<file path="src/hdl/angc_regs.svh">
`ifndef ANGC_REGS_SVH
`define ANGC_REGS_SVH

`define ANGC_ADDR_W 5
`define ANGC_DATA_W 16
`define ANGC_CODE_W 11
`define ANGC_OFS_PAGE_RX 5'h08
`define ANGC_OFS_GIG_CFG 5'h09

`define ANGC_BIT_MORE 15
`define ANGC_BIT_ACK 14
`define ANGC_BIT_MSG 13
`define ANGC_BIT_COMPLY 12
`define ANGC_BIT_TOG 11
`define ANGC_BIT_TEST_HI 15
`define ANGC_BIT_TEST_LO 13
`define ANGC_BIT_MAN_EN 12
`define ANGC_BIT_MAN_VAL 11
`define ANGC_BIT_MULTI 10
`define ANGC_BIT_FD 9
`define ANGC_BIT_HD 8
`define ANGC_BIT_AUTO_TDR 7

`define ANGC_PAGE_RST 16'h2001
`define ANGC_CFG_RST 16'h0300
`define ANGC_PAGE_WR_MASK 16'hB7FF
`define ANGC_CFG_WR_MASK 16'hFF80

`endif

</file>
<file path="src/hdl/angc_pkg.sv">
`include "angc_regs.svh"

package angc_pkg;

  typedef enum logic [2:0] {
    ANGC_TEST_NORMAL = 3'b000,
    ANGC_TEST_WAVEFORM = 3'b001,
    ANGC_TEST_JITTER_MASTER = 3'b010,
    ANGC_TEST_JITTER_SLAVE = 3'b011,
    ANGC_TEST_DISTORTION = 3'b100,
    ANGC_TEST_MLT3_IDLE = 3'b101,
    ANGC_TEST_REPEAT_0001 = 3'b110,
    ANGC_TEST_PULSE_ZEROS = 3'b111
  } angc_test_mode_e;

  typedef struct packed {
    logic moreP;
    logic ack;
    logic msgPage;
    logic comply;
    logic toggle;
    logic [`ANGC_CODE_W-1:0] code;
  } angc_page_s;

  typedef struct packed {
    angc_test_mode_e testMode;
    logic manEn;
    logic manVal;
    logic multiPort;
    logic fdAdv;
    logic hdAdv;
    logic autoTdr;
    logic [6:0] rsvd;
  } angc_cfg_s;

  typedef struct packed {
    logic [`ANGC_ADDR_W-1:0] addr;
    logic [`ANGC_DATA_W-1:0] wdata;
    logic wr;
    logic rd;
  } angc_bus_s;

  typedef struct packed {
    logic manual;
    logic master;
  } angc_ms_s;

  typedef struct packed {
    angc_page_s page;
    angc_cfg_s cfg;
    logic [`ANGC_DATA_W-1:0] rdData;
    logic strapDone;
  } angc_top_state_s;

  typedef struct packed {
    logic linkPrev;
    logic tdrStart;
    angc_ms_s ms;
    angc_test_mode_e testMode;
  } angc_dec_state_s;

endpackage

</file>
<file path="src/hdl/angc_cfg_decode.sv">
`timescale 1ns/1ps
`include "angc_regs.svh"

module angc_cfg_decode
  import angc_pkg::*;
(
  input wire logic sys_clk,
  input wire logic arst_n,
  input angc_cfg_s cfg,
  input wire logic linkUp,
  input wire logic autoMaster,
  output angc_ms_s msCtl,
  output logic tdrStart,
  output angc_test_mode_e testMode
);

  angc_dec_state_s st;
  angc_dec_state_s next_st;
  logic linkDown;

  assign linkDown = st.linkPrev & ~linkUp;

  always_comb begin
    next_st = st;
    next_st.linkPrev = linkUp;
    next_st.tdrStart = linkDown & cfg.autoTdr;
    next_st.ms.manual = cfg.manEn;
    // automatic resolution stays in charge unless software takes over
    next_st.ms.master = cfg.manEn ? cfg.manVal : autoMaster;
    next_st.testMode = cfg.testMode;
  end

  always_ff @(posedge sys_clk or negedge arst_n) begin
    if (!arst_n) begin
      st <= '0;
    end else begin
      st <= next_st;
    end
  end

  assign msCtl = st.ms;
  assign tdrStart = st.tdrStart;
  assign testMode = st.testMode;
endmodule

</file>
<file path="src/hdl/angc_regs_top.sv">
`timescale 1ns/1ps
`include "angc_regs.svh"

module angc_regs_top
  import angc_pkg::*;
#(
  parameter bit FD_FROM_STRAP = 1'b0
)
(
  input wire logic sys_clk,
  input wire logic arst_n,
  input angc_bus_s bus,
  output logic [`ANGC_DATA_W-1:0] rdData,
  input angc_page_s rxWord,
  input wire logic rxWordValid,
  input wire logic strapFdAdv,
  input wire logic linkUp,
  input wire logic autoMaster,
  output angc_page_s partnerPage,
  output angc_cfg_s gigCfg,
  output angc_ms_s msCtl,
  output logic tdrStart,
  output angc_test_mode_e testMode
);

  angc_top_state_s st;
  angc_top_state_s next_st;
  logic wrPage;
  logic wrCfg;
  logic rdPage;
  logic rdCfg;
  logic [`ANGC_DATA_W-1:0] pageWord;
  logic [`ANGC_DATA_W-1:0] cfgWord;
  logic [`ANGC_DATA_W-1:0] pageMask;
  logic [`ANGC_DATA_W-1:0] cfgMask;

  assign wrPage = bus.wr && (bus.addr == `ANGC_OFS_PAGE_RX);
  assign wrCfg = bus.wr && (bus.addr == `ANGC_OFS_GIG_CFG);
  assign rdPage = bus.rd && (bus.addr == `ANGC_OFS_PAGE_RX);
  assign rdCfg = bus.rd && (bus.addr == `ANGC_OFS_GIG_CFG);
  assign pageWord = st.page;
  assign cfgWord = st.cfg;
  assign pageMask = `ANGC_PAGE_WR_MASK;
  assign cfgMask = `ANGC_CFG_WR_MASK;

  always_comb begin
    next_st = st;
    next_st.rdData = '0;

    // strap sampled one cycle after release, never inside the reset branch
    if (!st.strapDone) begin
      next_st.strapDone = 1'b1;
      if (FD_FROM_STRAP) begin
        next_st.cfg.fdAdv = strapFdAdv;
      end
    end

    // software may edit the writable fields of the received page
    if (wrPage) begin
      next_st.page = angc_page_s'((pageWord & ~pageMask) | (bus.wdata & pageMask));
    end

    // a page from the arbitration engine wins over a same-cycle write
    if (rxWordValid) begin
      next_st.page.moreP = rxWord.moreP;
      next_st.page.ack = rxWord.ack;
      next_st.page.msgPage = rxWord.msgPage;
      next_st.page.comply = rxWord.comply;
      next_st.page.toggle = ~rxWord.toggle;
      // code is raw; consumers read msgPage to pick message or unformatted meaning
      next_st.page.code = rxWord.code;
    end

    if (wrCfg) begin
      // reserved bits stay zero since the mask never covers them
      next_st.cfg = angc_cfg_s'((cfgWord & ~cfgMask) | (bus.wdata & cfgMask));
    end

    if (rdPage) begin
      next_st.rdData = pageWord;
    end else if (rdCfg) begin
      next_st.rdData = cfgWord;
    end
  end

  always_ff @(posedge sys_clk or negedge arst_n) begin
    if (!arst_n) begin
      st.page <= angc_page_s'(`ANGC_PAGE_RST);
      // fdAdv resets set; strapped builds overwrite it right after release
      st.cfg <= angc_cfg_s'(`ANGC_CFG_RST);
      st.rdData <= '0;
      st.strapDone <= 1'b0;
    end else begin
      st <= next_st;
    end
  end

  assign rdData = st.rdData;
  assign partnerPage = st.page;
  assign gigCfg = st.cfg;

  angc_cfg_decode u_decode (
    .sys_clk(sys_clk),
    .arst_n(arst_n),
    .cfg(st.cfg),
    .linkUp(linkUp),
    .autoMaster(autoMaster),
    .msCtl(msCtl),
    .tdrStart(tdrStart),
    .testMode(testMode)
  );
endmodule

</file>
<file path="config.mk">
export PLATFORM = sky130hd
export DESIGN_NAME = angc_regs_top
export DESIGN_NICKNAME = d
export VERILOG_FILES = /design/src/hdl/angc_pkg.sv /design/src/hdl/angc_cfg_decode.sv /design/src/hdl/angc_regs_top.sv
export VERILOG_INCLUDE_DIRS = /design/src /design/src/hdl
export SDC_FILE = /design/constraint.sdc
export NUM_CORES = 1
export LEC_CHECK = 0
export ABC_AREA = 1
export BUFFER_PORTS_ARGS = -buffer_cell sky130_fd_sc_hd__buf_2
export CAP_MARGIN = 20
export CORE_MARGIN = 5
export CORE_UTILIZATION = 35
export DETAILED_ROUTE_END_ITERATION = 8
export GPL_ROUTABILITY_DRIVEN = 0
export PLACE_DENSITY = 0.62
export SYNTH_ARGS = -nofsm -noshare
export SYNTH_HDL_FRONTEND = slang
export SYNTH_HIERARCHICAL = 1
export SYNTH_SLANG_ARGS = --single-unit
export TNS_END_PERCENT = 20
</file>
<file path="constraint.sdc">
create_clock -name sys_clk -period 2.2 [get_ports sys_clk]
set_input_delay 0.11 -clock sys_clk [delete_from_list [all_inputs] [get_ports sys_clk]]
set_output_delay 0.11 -clock sys_clk [all_outputs]
set_load 0.05 [all_outputs]
</file>
-- Yosys cells after proc, flatten, opt, wreduce, memory -nomap -nowiden
Cells that the tools add are included.
- register bits after elaboration: 55
- output and inout bits: 54
- eq/ne operators: 2
- reductions and logical operators: 5
- bitwise logic cells: 6
- mux-type cells: 5
- operators by type and width (operator ; number):
    16-bit two-way mux ; 4
    15-bit by 16-bit bitwise OR with 16-bit output ; 1
    7-bit by 16-bit bitwise OR with 16-bit output ; 1
    5-bit by 4-bit == test with 1-bit output, second input constant ; 2
    1-bit logical AND ; 4
    1-bit bitwise AND ; 2
    1-bit inverter ; 2
    2-bit nonzero test ; 1
    1-bit two-way mux ; 1

-- Logic depth before layout (Yosys ltp)
Gate-level depths: netlist of run 1.
- word-level depth: 4
- mapped depth: 7
- mapped depth without buffers: 7

-- Hierarchy
The synthesis of run 1 kept the hierarchy.
- modules (own cells, without submodules) (module ; cells each ; area an instance (µm²) ; seq. area each (µm²) ; times used):
    angc_regs_top ; 222 ; 1855.5 ; 1031.0 ; 1
    angc_cfg_decode ; 18 ; 235.2 ; 175.2 ; 1

-- Worst setup path before layout of run 1
OpenSTA, ideal clock, no wires.
- path type: reg2reg
- from: register gigCfg[12] (netlist name)
- to: register u_decode.st (netlist bit u_decode/msCtl[0])
- buffers on the path: 0
- setup time: 0.118 ns
- period minus slack after synthesis: 0.955 ns
- data arrival time: 0.837 ns
- cell stages (with the launch flop): 4
- path slack: 1.245 ns
- cell sequence: dfrtp_1 > inv_1 > nand2_1 > nand2_1
- RTL lines (item ; line ; source):
    to (signal assigned) ; angc_cfg_decode.sv:37 ; st <= next_st;
    to (decl) ; angc_cfg_decode.sv:17 ; angc_dec_state_s st;

-- Worst setup path after layout of run 1
- from: register st (netlist bit partnerPage[13])
- to: output port partnerPage[13] (netlist name)
- RTL lines (item ; line ; source):
    from (decl) ; angc_regs_top.sv:26 ; angc_top_state_s st;
    from (signal assigned) ; angc_regs_top.sv:94 ; st <= next_st;
    to (decl) ; angc_regs_top.sv:19 ; output angc_page_s partnerPage,
No word-level cell between the ends.

==> qor.txt, run 1 <==
CELLS AND AREA
--------------------------------------------------------------------------------------
Share of layout cells above drive strength 1                                     0.336
Number of diodes added for antenna fixing                                            0
Post-layout net count                                                              374
Most common cell after layout, fill and taps aside                        sky130_fd_sc_hd__nand2_1
Layout-stage area growth over the synthesis result                               27.6%
Commonest cells after routing, fill and taps aside                        sky130_fd_sc_hd__nand2_1 (101), sky130_fd_sc_hd__buf_2 (90), sky130_fd_sc_hd__dfrtp_1 (44)
Number of fill cells in the layout                                                 590
Post-route design area                                                       2670 um^2

POWER AND IR DROP
--------------------------------------------------------------------------------------
Sw Ratio                                                                         0.374
Proportion of power drawn by combinational gates                                 0.276
Cell internal pwr                                                              1.36 mW
Peak supply drop                                                                251 uV
Power per standard cell area                                               813 nW/um^2
Leakage power of the design                                                    1.59 nW
Sequential fraction of design power                                              0.475
Power spent charging and discharging nets                                     0.813 mW
Power share of the clock group                                                   0.249

TIMING
--------------------------------------------------------------------------------------
Period minus WS final                                                          1.23 ns
Period Utilization, post-route                                                   0.560
Setup Viol. Count Final                                                              0
Maximum frequency from static timing analysis                                  812 MHz
Worst slew margin                                                                0.601
Final sum of negative setup slack                                                 0 ns
Hold Vio Cnt, Final                                                                  0
RSZ-0062 raised after global routing                                                no
Final Skew                                                                  0.00465 ns
Pin slew with the least headroom to its limit                                 0.598 ns
Number of slew-limit violations in the final report                                  0

RUN
--------------------------------------------------------------------------------------
Max capacitance violation total                                                      0

GRT
--------------------------------------------------------------------------------------
Antenna violations before repair                                                     0
Wire length of the first global-routing pass                                   8410 um
Total global routing track utilization                                           0.141
Maximum number of pins on one net before global-route repair                        49
Grt total ovfl                                                                       0
Via count of the first global-routing pass                                       1,754

CLOCKING
--------------------------------------------------------------------------------------
Clock transition at the registers of the reported paths                        0.09 ns
Depth of the CTS H-tree                                                              2
Clk Latency, worst-skew pair                                                   0.30 ns
Clk root buf                                                              sky130_fd_sc_hd__clkbuf_8
Clock Tree Buf Depth                                                                 2
CTS Sinks                                                                           48
Postcts setup bufs                                                                   0
Total clock buffers created by CTS                                                   5
Clock tree from TritonCTS                                                          yes

MIN PATH
--------------------------------------------------------------------------------------
Hold-critical path endpoint                                               partnerPage[14]
Type of the most critical hold path                                       input port to flip-flop
Min-Delay Path Depth                                                                 3
Worst min-delay path startpoint                                             rxWord[14]

WORST SETUP PATH
--------------------------------------------------------------------------------------
Type of element capturing the critical path                                output port
Worst path bufs/invs                                                                 1
Reg2Reg Capture Point                                                     partnerPage[13]
Crit path max-delay cell type                                             sky130_fd_sc_hd__dfstp_2
Path depth of the worst reg2reg path                                                 2
CP peak stage delay                                                            0.56 ns
Data arrival time of the critical path                                         1.12 ns
Top delay family on crit path                                               flip-flops
Required time at the worst-slack endpoint                                      2.09 ns
Startpoint kind of the worst setup timing path                               flip-flop
Cells along the critical path                                                    buf_2
Internal reg-to-reg setup slack                                                1.43 ns
Critical register-to-register path startpoint                             partnerPage[13]
Critical Path Start                                                       partnerPage[13]
Largest fanout of any net on the critical path                                       3
Kind of critical path                                                     flip-flop to output port

SYNTH
--------------------------------------------------------------------------------------
Biggest area consumer among synthesized cells                             sky130_fd_sc_hd__dfrtp_1
Number of standard cells after synthesis                                           240
Syn. warnings                                                                        6
Number of distinct standard cells referenced by the synthesized netlist             19
Netlist area before placement                                                2090 um^2
Top area cells in the synthesized netlist                                 sky130_fd_sc_hd__dfrtp_1 (53%), sky130_fd_sc_hd__nand2_1 (18%), sky130_fd_sc_hd__dfstp_2 (5.0%)
Flip-flop and latch count after synthesis                                           48
Average cell area after synthesis                                            8.71 um^2
Register area share after synthesis                                              0.577
Post-synth top area share                                                        0.527

DIE
--------------------------------------------------------------------------------------
Initial core utilization                                                         0.357
Vertical die dimension                                                         87.3 um
Full die area                                                                7620 um^2
Horiz. Die Dim                                                                 87.3 um
FP Rows                                                                             28
Number of ports placed on the die boundary                                          99
CORE AREA                                                                    5850 um^2

PLACEMENT
--------------------------------------------------------------------------------------
Total cell area at the placement stage                                       2540 um^2
Post-DP HPWL                                                                   3700 um
Count of port buffers added during placement                                        90

ROUTING
--------------------------------------------------------------------------------------
Final WL                                                                       5220 um
Number of vias per cell after detailed routing                                    4.35
Antenna viol nets, final                                                             0
Starting DRT DRC Count                                                              53
Overall via count from detail_route                                              1,762
Iteration count of the initial detailed-routing pass                                 3
Remaining DRCs                                                                       0
Per-cell routed wire length                                                    12.9 um

STATUS
--------------------------------------------------------------------------------------
Run status                                                                complete, no violations

## metal layers
metal	share of wire	vias to the layer above	track usage	wire length, um
met5	0	-	0	0
met3	0.069	7	0.0312	362
met4	0.015	0	0.0558	80
met2	0.48	57	0.234	2510
li1	-	893	-	-
met1	0.43	805	0.179	2270
## synth_stat cells
cell type and instances:
sky130_fd_sc_hd__o21ai_0 8, sky130_fd_sc_hd__buf_2 4, sky130_fd_sc_hd__clkinv_1 1, sky130_fd_sc_hd__conb_1 1, sky130_fd_sc_hd__buf_6 1, sky130_fd_sc_hd__o21ai_1 9, sky130_fd_sc_hd__nand2_1 101, sky130_fd_sc_hd__clkbuf_1 2
sky130_fd_sc_hd__nand3_2 1, sky130_fd_sc_hd__buf_4 12, sky130_fd_sc_hd__inv_2 1, sky130_fd_sc_hd__nor2_4 3, sky130_fd_sc_hd__nor2_1 9, sky130_fd_sc_hd__dfrtp_1 44, sky130_fd_sc_hd__nand4_4 2, sky130_fd_sc_hd__nand2_2 1
sky130_fd_sc_hd__dfstp_2 4, sky130_fd_sc_hd__inv_1 21, sky130_fd_sc_hd__nand3_1 15
## power groups by stage
stage / Combinational [mW] / Clock (mW) / Sequential (mW)
6_report: 0.599 / 0.541 / 1.03
5_1_grt: 0.639 / 0.599 / 1.04
4_1_cts: 0.606 / 0.561 / 1.03
3_5_place_dp: 0.600 / 0 / 1.05
3_3_place_gp: 0.593 / 0 / 1.05
2_1_floorplan: 0.230 / 0 / 1.27
## how the worst max path moves through the flow
| stage | endpoint | slack (ns) | cells after the start |
|---|---|---|---|
| 6_report | partnerPage[13] | 0.97 | 1 |
| 5_1_grt | gigCfg[9] | 0.92 | 1 |
| 3_3_place_gp | partnerPage[6] | 0.83 | 5 |
| 4_1_cts | gigCfg[8] | 0.95 | 1 |
| 2_1_floorplan | u_decode/msCtl[0] | 1.25 | 3 |
| 3_5_place_dp | partnerPage[4] | 0.80 | 5 |
## final cells by class
cell class	instances	area (um^2)	area share
multi-input combinational	156	692	0.259
inverter	23	86.3	0.0323
sequential	48	1210	0.452
tap	75	93.8	0.0352
clock inverter	2	10.0	0.00375
timing repair buffer	95	498	0.187
clock buffer	6	82.6	0.0309
## cell families after synthesis
kind of cell | count (synthesis) | share of synthesized area
compound gates | 17 | 0.0407
buf+inv | 42 | 0.103
flops | 48 | 0.577
other cells | 1 | 0.00179
simple gates | 132 | 0.278
## sequential cells by signal, indices dropped and copies added, names as in the netlist
name and count:
rdData 16, u_decode/msCtl 2, partnerPage 16, u_decode/testMode 3, u_decode/st 1, gigCfg 9
u_decode/tdrStart 1
## through the flow
| step | util | instances | hold WS, ns | total power [mW] | setup WS, ns |
|---|---|---|---|---|---|
| floorplan | - | 246 | -0.186 | 1.50 | 1.25 |
| global placement | 0.433 | 393 | 0.237 | 1.64 | 0.833 |
| detailed placement | 0.433 | 393 | 0.238 | 1.65 | 0.801 |
| CTS | 0.456 | 405 | 0.00803 | 2.20 | 0.954 |
| global route | 0.456 | 405 | 0.0217 | 2.28 | 0.920 |
| finish | 0.456 | 405 | 0.0210 | 2.17 | 0.968 |
## repair_timing
action / in CTS / in global routing
endpoints found under the hold margin: 48 / 0
hold buffers: 4 / 0
resized for setup: 0 / 0
Note: power is estimated with default switching activity, not from simulation.
==> inputs of run 2 (changes only) <==
- PLACE_DENSITY: 0.62 -> 0.65
- clock period: 2.2 -> 1.1 ns (I/O delays scaled with it)
==> run 2 against run 1 <==
  * Clock-buffer cell count did not move
  * First-iteration DRC count grew 32%
  * Sequential power up 100%
  * Flip-flop and latch count unchanged
  * Clock power grew 130%
  * Sequential share of layout area fell by 2.6 points
  * Die area did not move
  * Global-route usage down 0.20 points
  * Combinational power rose by 110%
  * Non-clock buffer count increased by 9
==> qor.txt, run 2 (synthesized netlist as in run 1, its figures left out) <==
CELLS AND AREA
---------------------------------------------------------------------------
Most common cell after layout, fill and taps aside             sky130_fd_sc_hd__nand2_1   unchanged
Post-layout net count                                                   383   was 374
Share of layout cells above drive strength 1                          0.336   about the same
Number of diodes added for antenna fixing                                 0   unchanged
Utilization after layout                                              0.484   was 0.456
Post-route design area                                            2830 um^2   was 2670 um^2
Layout-stage area growth over the synthesis result                    35.4%   was 27.6%
Commonest cells after routing, fill and taps aside             sky130_fd_sc_hd__nand2_1 (101), sky130_fd_sc_hd__buf_2 (85), sky130_fd_sc_hd__dfrtp_1 (44)   was sky130_fd_sc_hd__nand2_1 (101), sky130_fd_sc_hd__buf_2 (90), sky130_fd_sc_hd__dfrtp_1 (44)

WORST SETUP PATH
---------------------------------------------------------------------------
Kind of critical path                                          flip-flop to output port   unchanged
Required time at the worst-slack endpoint                           1.04 ns   was 2.09 ns
Cells along the critical path                                         buf_8   was buf_2
Data arrival time of the critical path                              1.02 ns   was 1.12 ns
Startpoint kind of the worst setup timing path                    flip-flop   unchanged
Crit path max-delay cell type                                  sky130_fd_sc_hd__dfstp_2   unchanged
CP peak stage delay                                                 0.57 ns   was 0.56 ns
Largest fanout of any net on the critical path                            3   unchanged
Top delay family on crit path                                    flip-flops   unchanged
Type of element capturing the critical path                     output port   unchanged
Worst path bufs/invs                                                      1   unchanged

TIMING
---------------------------------------------------------------------------
Final-layout worst hold slack                                    0.00732 ns   was 0.0210 ns
Period minus WS final                                               1.07 ns
Number of slew-limit violations in the final report                       0   unchanged
Maximum frequency from static timing analysis                       934 MHz
Final sum of negative setup slack                                      0 ns   unchanged
Period Utilization, post-route                                        0.974
Final Skew                                                       0.00418 ns   was 0.00465 ns
Setup Viol. Count Final                                                   0   unchanged
RSZ-0062 raised after global routing                                    yes   was no
Hold Vio Cnt, Final                                                       0   unchanged
Post-route worst setup slack                                      0.0290 ns   was 0.968 ns

GRT
---------------------------------------------------------------------------
Total global routing track utilization                                0.139   was 0.141
Grt total ovfl                                                            0   unchanged
Wire length of the first global-routing pass                        8250 um   was 8410 um
Via count of the first global-routing pass                            1,743   was 1,754
Antenna violations before repair                                          0   unchanged
Maximum number of pins on one net before global-route repair             49   unchanged

POWER AND IR DROP
---------------------------------------------------------------------------
Peak supply drop                                                     701 uV   was 251 uV
Leakage power of the design                                         1.66 nW   was 1.59 nW
Power per standard cell area                                   1610 nW/um^2   was 813 nW/um^2

CLOCKING
---------------------------------------------------------------------------
Total clock buffers created by CTS                                        5   unchanged
Clock tree from TritonCTS                                               yes   unchanged
Clk Latency, worst-skew pair                                        0.29 ns   was 0.30 ns
Depth of the CTS H-tree                                                   2   unchanged
Clock transition at the registers of the reported paths             0.08 ns   was 0.09 ns
Clock Tree Buf Depth                                                      2   unchanged
Clk root buf                                                   sky130_fd_sc_hd__clkbuf_8   unchanged
CTS Sinks                                                                48   unchanged
Postcts setup bufs                                                        0   unchanged

ROUTING
---------------------------------------------------------------------------
Per-cell routed wire length                                         12.4 um   was 12.9 um
Overall via count from detail_route                                   1,802   was 1,762
Starting DRT DRC Count                                                   70   was 53
Number of vias per cell after detailed routing                         4.35   about the same
Antenna viol nets, final                                                  0   unchanged
Remaining DRCs                                                            0   unchanged
Final WL                                                            5120 um   was 5220 um
Iteration count of the initial detailed-routing pass                      4   was 3

PLACEMENT
---------------------------------------------------------------------------
Count of port buffers added during placement                             90   unchanged
Post-DP HPWL                                                        3760 um   was 3700 um
Worst-case setup slack after placement                            0.0512 ns   was 0.801 ns
Total cell area at the placement stage                            2590 um^2   was 2540 um^2

DIE
---------------------------------------------------------------------------
Number of ports placed on the die boundary                               99   unchanged
Vertical die dimension                                              87.3 um   unchanged
Full die area                                                     7620 um^2   unchanged
Initial core utilization                                              0.357   unchanged
FP Rows                                                                  28   unchanged
CORE AREA                                                         5850 um^2   unchanged
Horiz. Die Dim                                                      87.3 um   unchanged

RUN
---------------------------------------------------------------------------
Max capacitance violation total                                           0   unchanged

MIN PATH
---------------------------------------------------------------------------
Type of the most critical hold path                            input port to flip-flop   unchanged

STATUS
---------------------------------------------------------------------------
Run status                                                     complete, no violations   unchanged

-- run 2: changes by cell type in the layout (fill, tap and decap cells not counted) --
cell	delta
sky130_fd_sc_hd__buf_2	-5
sky130_fd_sc_hd__dlygate4sd3_1	+5
sky130_fd_sc_hd__buf_8	+4
sky130_fd_sc_hd__buf_4	+3
sky130_fd_sc_hd__buf_12	+2
sky130_fd_sc_hd__bufinv_16	+1
sky130_fd_sc_hd__clkbuf_1	+1
sky130_fd_sc_hd__clkbuf_8	-1
sky130_fd_sc_hd__clkinv_2	-1
-- run 2: timing repair --
action / in CTS / in global routing
hold buffers: 9 / 0
gates cloned: 0 / 0
setup endpoints to repair: 4 / 5
gates resized for setup: 8 / 6
endpoints found under the hold margin: 57 / 0
-- run 2: layer usage --
metal	track usage	vias to the layer above	wire length (um)
met2	0.229	57	2530
met3	0.0369	7	367
met5	0	-	0
met4	0.0432	0	65
li1	-	908	-
met1	0.179	830	2160
-- run 2: cell type report --
| class | count | area, um^2 |
|---|---|---|
| Inverter | 23 | 86.3 |
| Clock inverter | 2 | 35.0 |
| Multi-Input combinational cell | 156 | 692 |
| Sequential cell | 48 | 1210 |
| Timing Repair Buffer | 104 | 646 |
| Fill cell | 584 | 3020 |
| Clock buffer | 6 | 72.6 |
| Tap cell | 75 | 93.8 |
-- run 2: metrics by stage --
step           power, mW  instances
2_1_floorplan       3.01        246
3_3_place_gp        3.29        397
3_5_place_dp        3.31        397
4_1_cts             4.62        414
5_1_grt             4.83        414
6_report            4.57        414
-- run 2: where the power goes --
group	total, mW	switching (mW)	internal [mW]
Sequential	2.07	0.124	1.94
Combinational	1.28	0.934	0.344
Clock	1.23	0.552	0.675
-- run 2: worst paths after layout --
check,startpoint,end,slack (ns),depth (start not counted)
max reg2reg,partnerPage[13],partnerPage[13],0.32,2
min reg2reg,gigCfg[15],u_decode/testMode[2],0.43,0
max,partnerPage[13],partnerPage[13],0.03,1
min,bus[15],gigCfg[13],0.007,3
min in group asynchronous,arst_n,rdData[2],0.28,3
max in group asynchronous,arst_n,partnerPage[0],0.54,3
==> inputs of run 3 (changes only) <==
- CAP_MARGIN: 20 -> 10
- CORE_MARGIN: 5 -> 8
==> run 3 against run 2 <==
  * Cell count is 0.24% higher
  * Design area shrank 0.31%
  * Non-clock buffer count rose by 1
  * Core utilization fell by 0.15 points
  * First-iteration DRC count is 7.1% higher
  * Critical path type unchanged
  * Critical endpoint unchanged
  * Largest cell class unchanged
  * Highest routed layer unchanged
==> qor.txt, run 3 (synthesized netlist as in run 1, its figures left out) <==
STATUS
---------------------------------------------------------------------------
Run status                                                     complete, no violations   unchanged

GRT
---------------------------------------------------------------------------
Maximum number of pins on one net before global-route repair             49   unchanged
Grt total ovfl                                                            0   unchanged
Via count of the first global-routing pass                            1,822   was 1,743
Wire length of the first global-routing pass                        8880 um   was 8250 um
Antenna violations before repair                                          0   unchanged
Total global routing track utilization                                0.128   was 0.139

ROUTING
---------------------------------------------------------------------------
Iteration count of the initial detailed-routing pass                      4   unchanged
Remaining DRCs                                                            0   unchanged
Overall via count from detail_route                                   1,787   was 1,802
Final WL                                                            5350 um   was 5120 um
Antenna viol nets, final                                                  0   unchanged
Per-cell routed wire length                                         12.9 um   was 12.4 um
Starting DRT DRC Count                                                   75   was 70
Number of vias per cell after detailed routing                         4.31   was 4.35

CELLS AND AREA
---------------------------------------------------------------------------
Final non-filler cell total                                             415   was 414
Layout-stage area growth over the synthesis result                    35.0%   was 35.4%
Sequential cell area                                              1210 um^2   unchanged
Most common cell after layout, fill and taps aside             sky130_fd_sc_hd__nand2_1   unchanged
Post-layout net count                                                   384   was 383
Total area of multi-input combinational cells                      692 um^2   unchanged
Number of fill cells in the layout                                      568   was 584
Share of layout cells above drive strength 1                          0.338   was 0.336
Post-route design area                                            2820 um^2   was 2830 um^2
Commonest cells after routing, fill and taps aside             sky130_fd_sc_hd__nand2_1 (101), sky130_fd_sc_hd__buf_2 (85), sky130_fd_sc_hd__dfrtp_1 (44)   unchanged
Utilization after layout                                              0.482   was 0.484
Number of diodes added for antenna fixing                                 0   unchanged

DIE
---------------------------------------------------------------------------
Number of ports placed on the die boundary                               99   unchanged
Initial core utilization                                              0.357   unchanged
Horiz. Die Dim                                                      93.3 um   was 87.3 um
Full die area                                                     8700 um^2   was 7620 um^2
Vertical die dimension                                              93.3 um   was 87.3 um
CORE AREA                                                         5850 um^2   unchanged
FP Rows                                                                  28   unchanged

CLOCKING
---------------------------------------------------------------------------
Clock transition at the registers of the reported paths             0.09 ns   was 0.08 ns
Clk root buf                                                   sky130_fd_sc_hd__clkbuf_8   unchanged
Total clock buffers created by CTS                                        5   unchanged
Depth of the CTS H-tree                                                   2   unchanged
CTS Sinks                                                                48   unchanged
Clock tree from TritonCTS                                               yes   unchanged
Clock Tree Buf Depth                                                      2   unchanged
Clk Latency, worst-skew pair                                        0.29 ns   about the same

POWER AND IR DROP
---------------------------------------------------------------------------
Leakage power of the design                                         1.66 nW   about the same
Peak supply drop                                                     657 uV   was 701 uV
Total power                                                         4.55 mW   was 4.57 mW
Power per standard cell area                                   1610 nW/um^2   about the same

WORST SETUP PATH
---------------------------------------------------------------------------
Worst path bufs/invs                                                      1   unchanged
Top delay family on crit path                                    flip-flops   unchanged
Kind of critical path                                          flip-flop to output port   unchanged
Crit path max-delay cell type                                  sky130_fd_sc_hd__dfstp_2   unchanged
Required time at the worst-slack endpoint                           1.04 ns   about the same
CP peak stage delay                                                 0.57 ns   about the same
Data arrival time of the critical path                              1.02 ns   about the same
Type of element capturing the critical path                     output port   unchanged
Cells along the critical path                                         buf_8   unchanged
Largest fanout of any net on the critical path                            3   unchanged
Path depth of the worst reg2reg path                                      2   unchanged
Critical register-to-register path startpoint                  partnerPage[13]   unchanged
Internal reg-to-reg setup slack                                     0.32 ns   about the same
Startpoint kind of the worst setup timing path                    flip-flop   unchanged
Reg2Reg Capture Point                                          partnerPage[13]   unchanged

PLACEMENT
---------------------------------------------------------------------------
Post-DP HPWL                                                        4000 um   was 3760 um
Total cell area at the placement stage                            2590 um^2   about the same
Worst-case setup slack after placement                            0.0540 ns   was 0.0512 ns
Count of port buffers added during placement                             90   unchanged
Post-placement cell count                                               398   was 397

TIMING
---------------------------------------------------------------------------
Period Utilization, post-route                                        0.973   was 0.974
Setup Viol. Count Final                                                   0   unchanged
Period minus WS final                                               1.07 ns   about the same
Final sum of negative setup slack                                      0 ns   unchanged
RSZ-0062 raised after global routing                                    yes   unchanged
Number of slew-limit violations in the final report                       0   unchanged
Final-layout worst hold slack                                     0.0105 ns   was 0.00732 ns
Post-route worst setup slack                                      0.0297 ns   was 0.0290 ns
Hold Vio Cnt, Final                                                       0   unchanged
Maximum frequency from static timing analysis                       934 MHz   about the same
Final Skew                                                       0.00687 ns   was 0.00418 ns

MIN PATH
---------------------------------------------------------------------------
Type of the most critical hold path                            input port to flip-flop   unchanged
Worst min-delay path startpoint                                     bus[14]   was bus[15]
Min-Delay Path Depth                                                      3   unchanged
Hold-critical path endpoint                                      gigCfg[12]   was gigCfg[13]

RUN
---------------------------------------------------------------------------
Max capacitance violation total                                           0   unchanged

## run 3: cell types whose count changed in the layout (fill, tap and decap cells not counted), sizes merged
cell and delta:
buf +1
## run 3: final cells by class
cell class / instances / share of cell area
clock inverter: 2 / 0.0124
sequential: 48 / 0.427
clock buffer: 6 / 0.0257
multi-input combinational: 156 / 0.245
inverter: 23 / 0.0306
tap: 75 / 0.0332
timing repair buffer: 105 / 0.226
## run 3: repair_timing
item,CTS,global route
gates resized for setup,8,5
endpoints found under the hold margin,57,0
hold buffers,9,0
buffers inserted,0,0
endpoints found under the setup margin,4,4
pin swaps,0,0
## run 3: report_power, final
group / switching [mW] / internal, mW
Sequential: 0.123 / 1.94
Combinational: 0.933 / 0.336
Clock: 0.543 / 0.674
## run 3: how the worst max path moves through the flow
| stage | from | end | depth (start not counted) |
|---|---|---|---|
| 2_1_floorplan | gigCfg[12] | u_decode/msCtl[0] | 3 |
| 3_3_place_gp | bus[22] | partnerPage[1] | 6 |
| 3_5_place_dp | bus[22] | rdData[11] | 6 |
| 4_1_cts | gigCfg[12] | gigCfg[12] | 1 |
| 5_1_grt | partnerPage[13] | partnerPage[13] | 1 |
| 6_report | partnerPage[13] | partnerPage[13] | 1 |
## run 3: tightest hold or removal path, cell delays in order
cell and delay, ns:
sky130_fd_sc_hd__buf_2 0.09, sky130_fd_sc_hd__inv_1 0.06, sky130_fd_sc_hd__o21ai_1 0.06
## run 3: routing by layer
metal | global-route usage | share of wire | vias up
li1 | - | - | 908
met1 | 0.154 | 0.44 | 816
met2 | 0.214 | 0.49 | 59
met3 | 0.0329 | 0.061 | 4
met4 | 0.0443 | 0.011 | 0
met5 | 0 | 0 | -
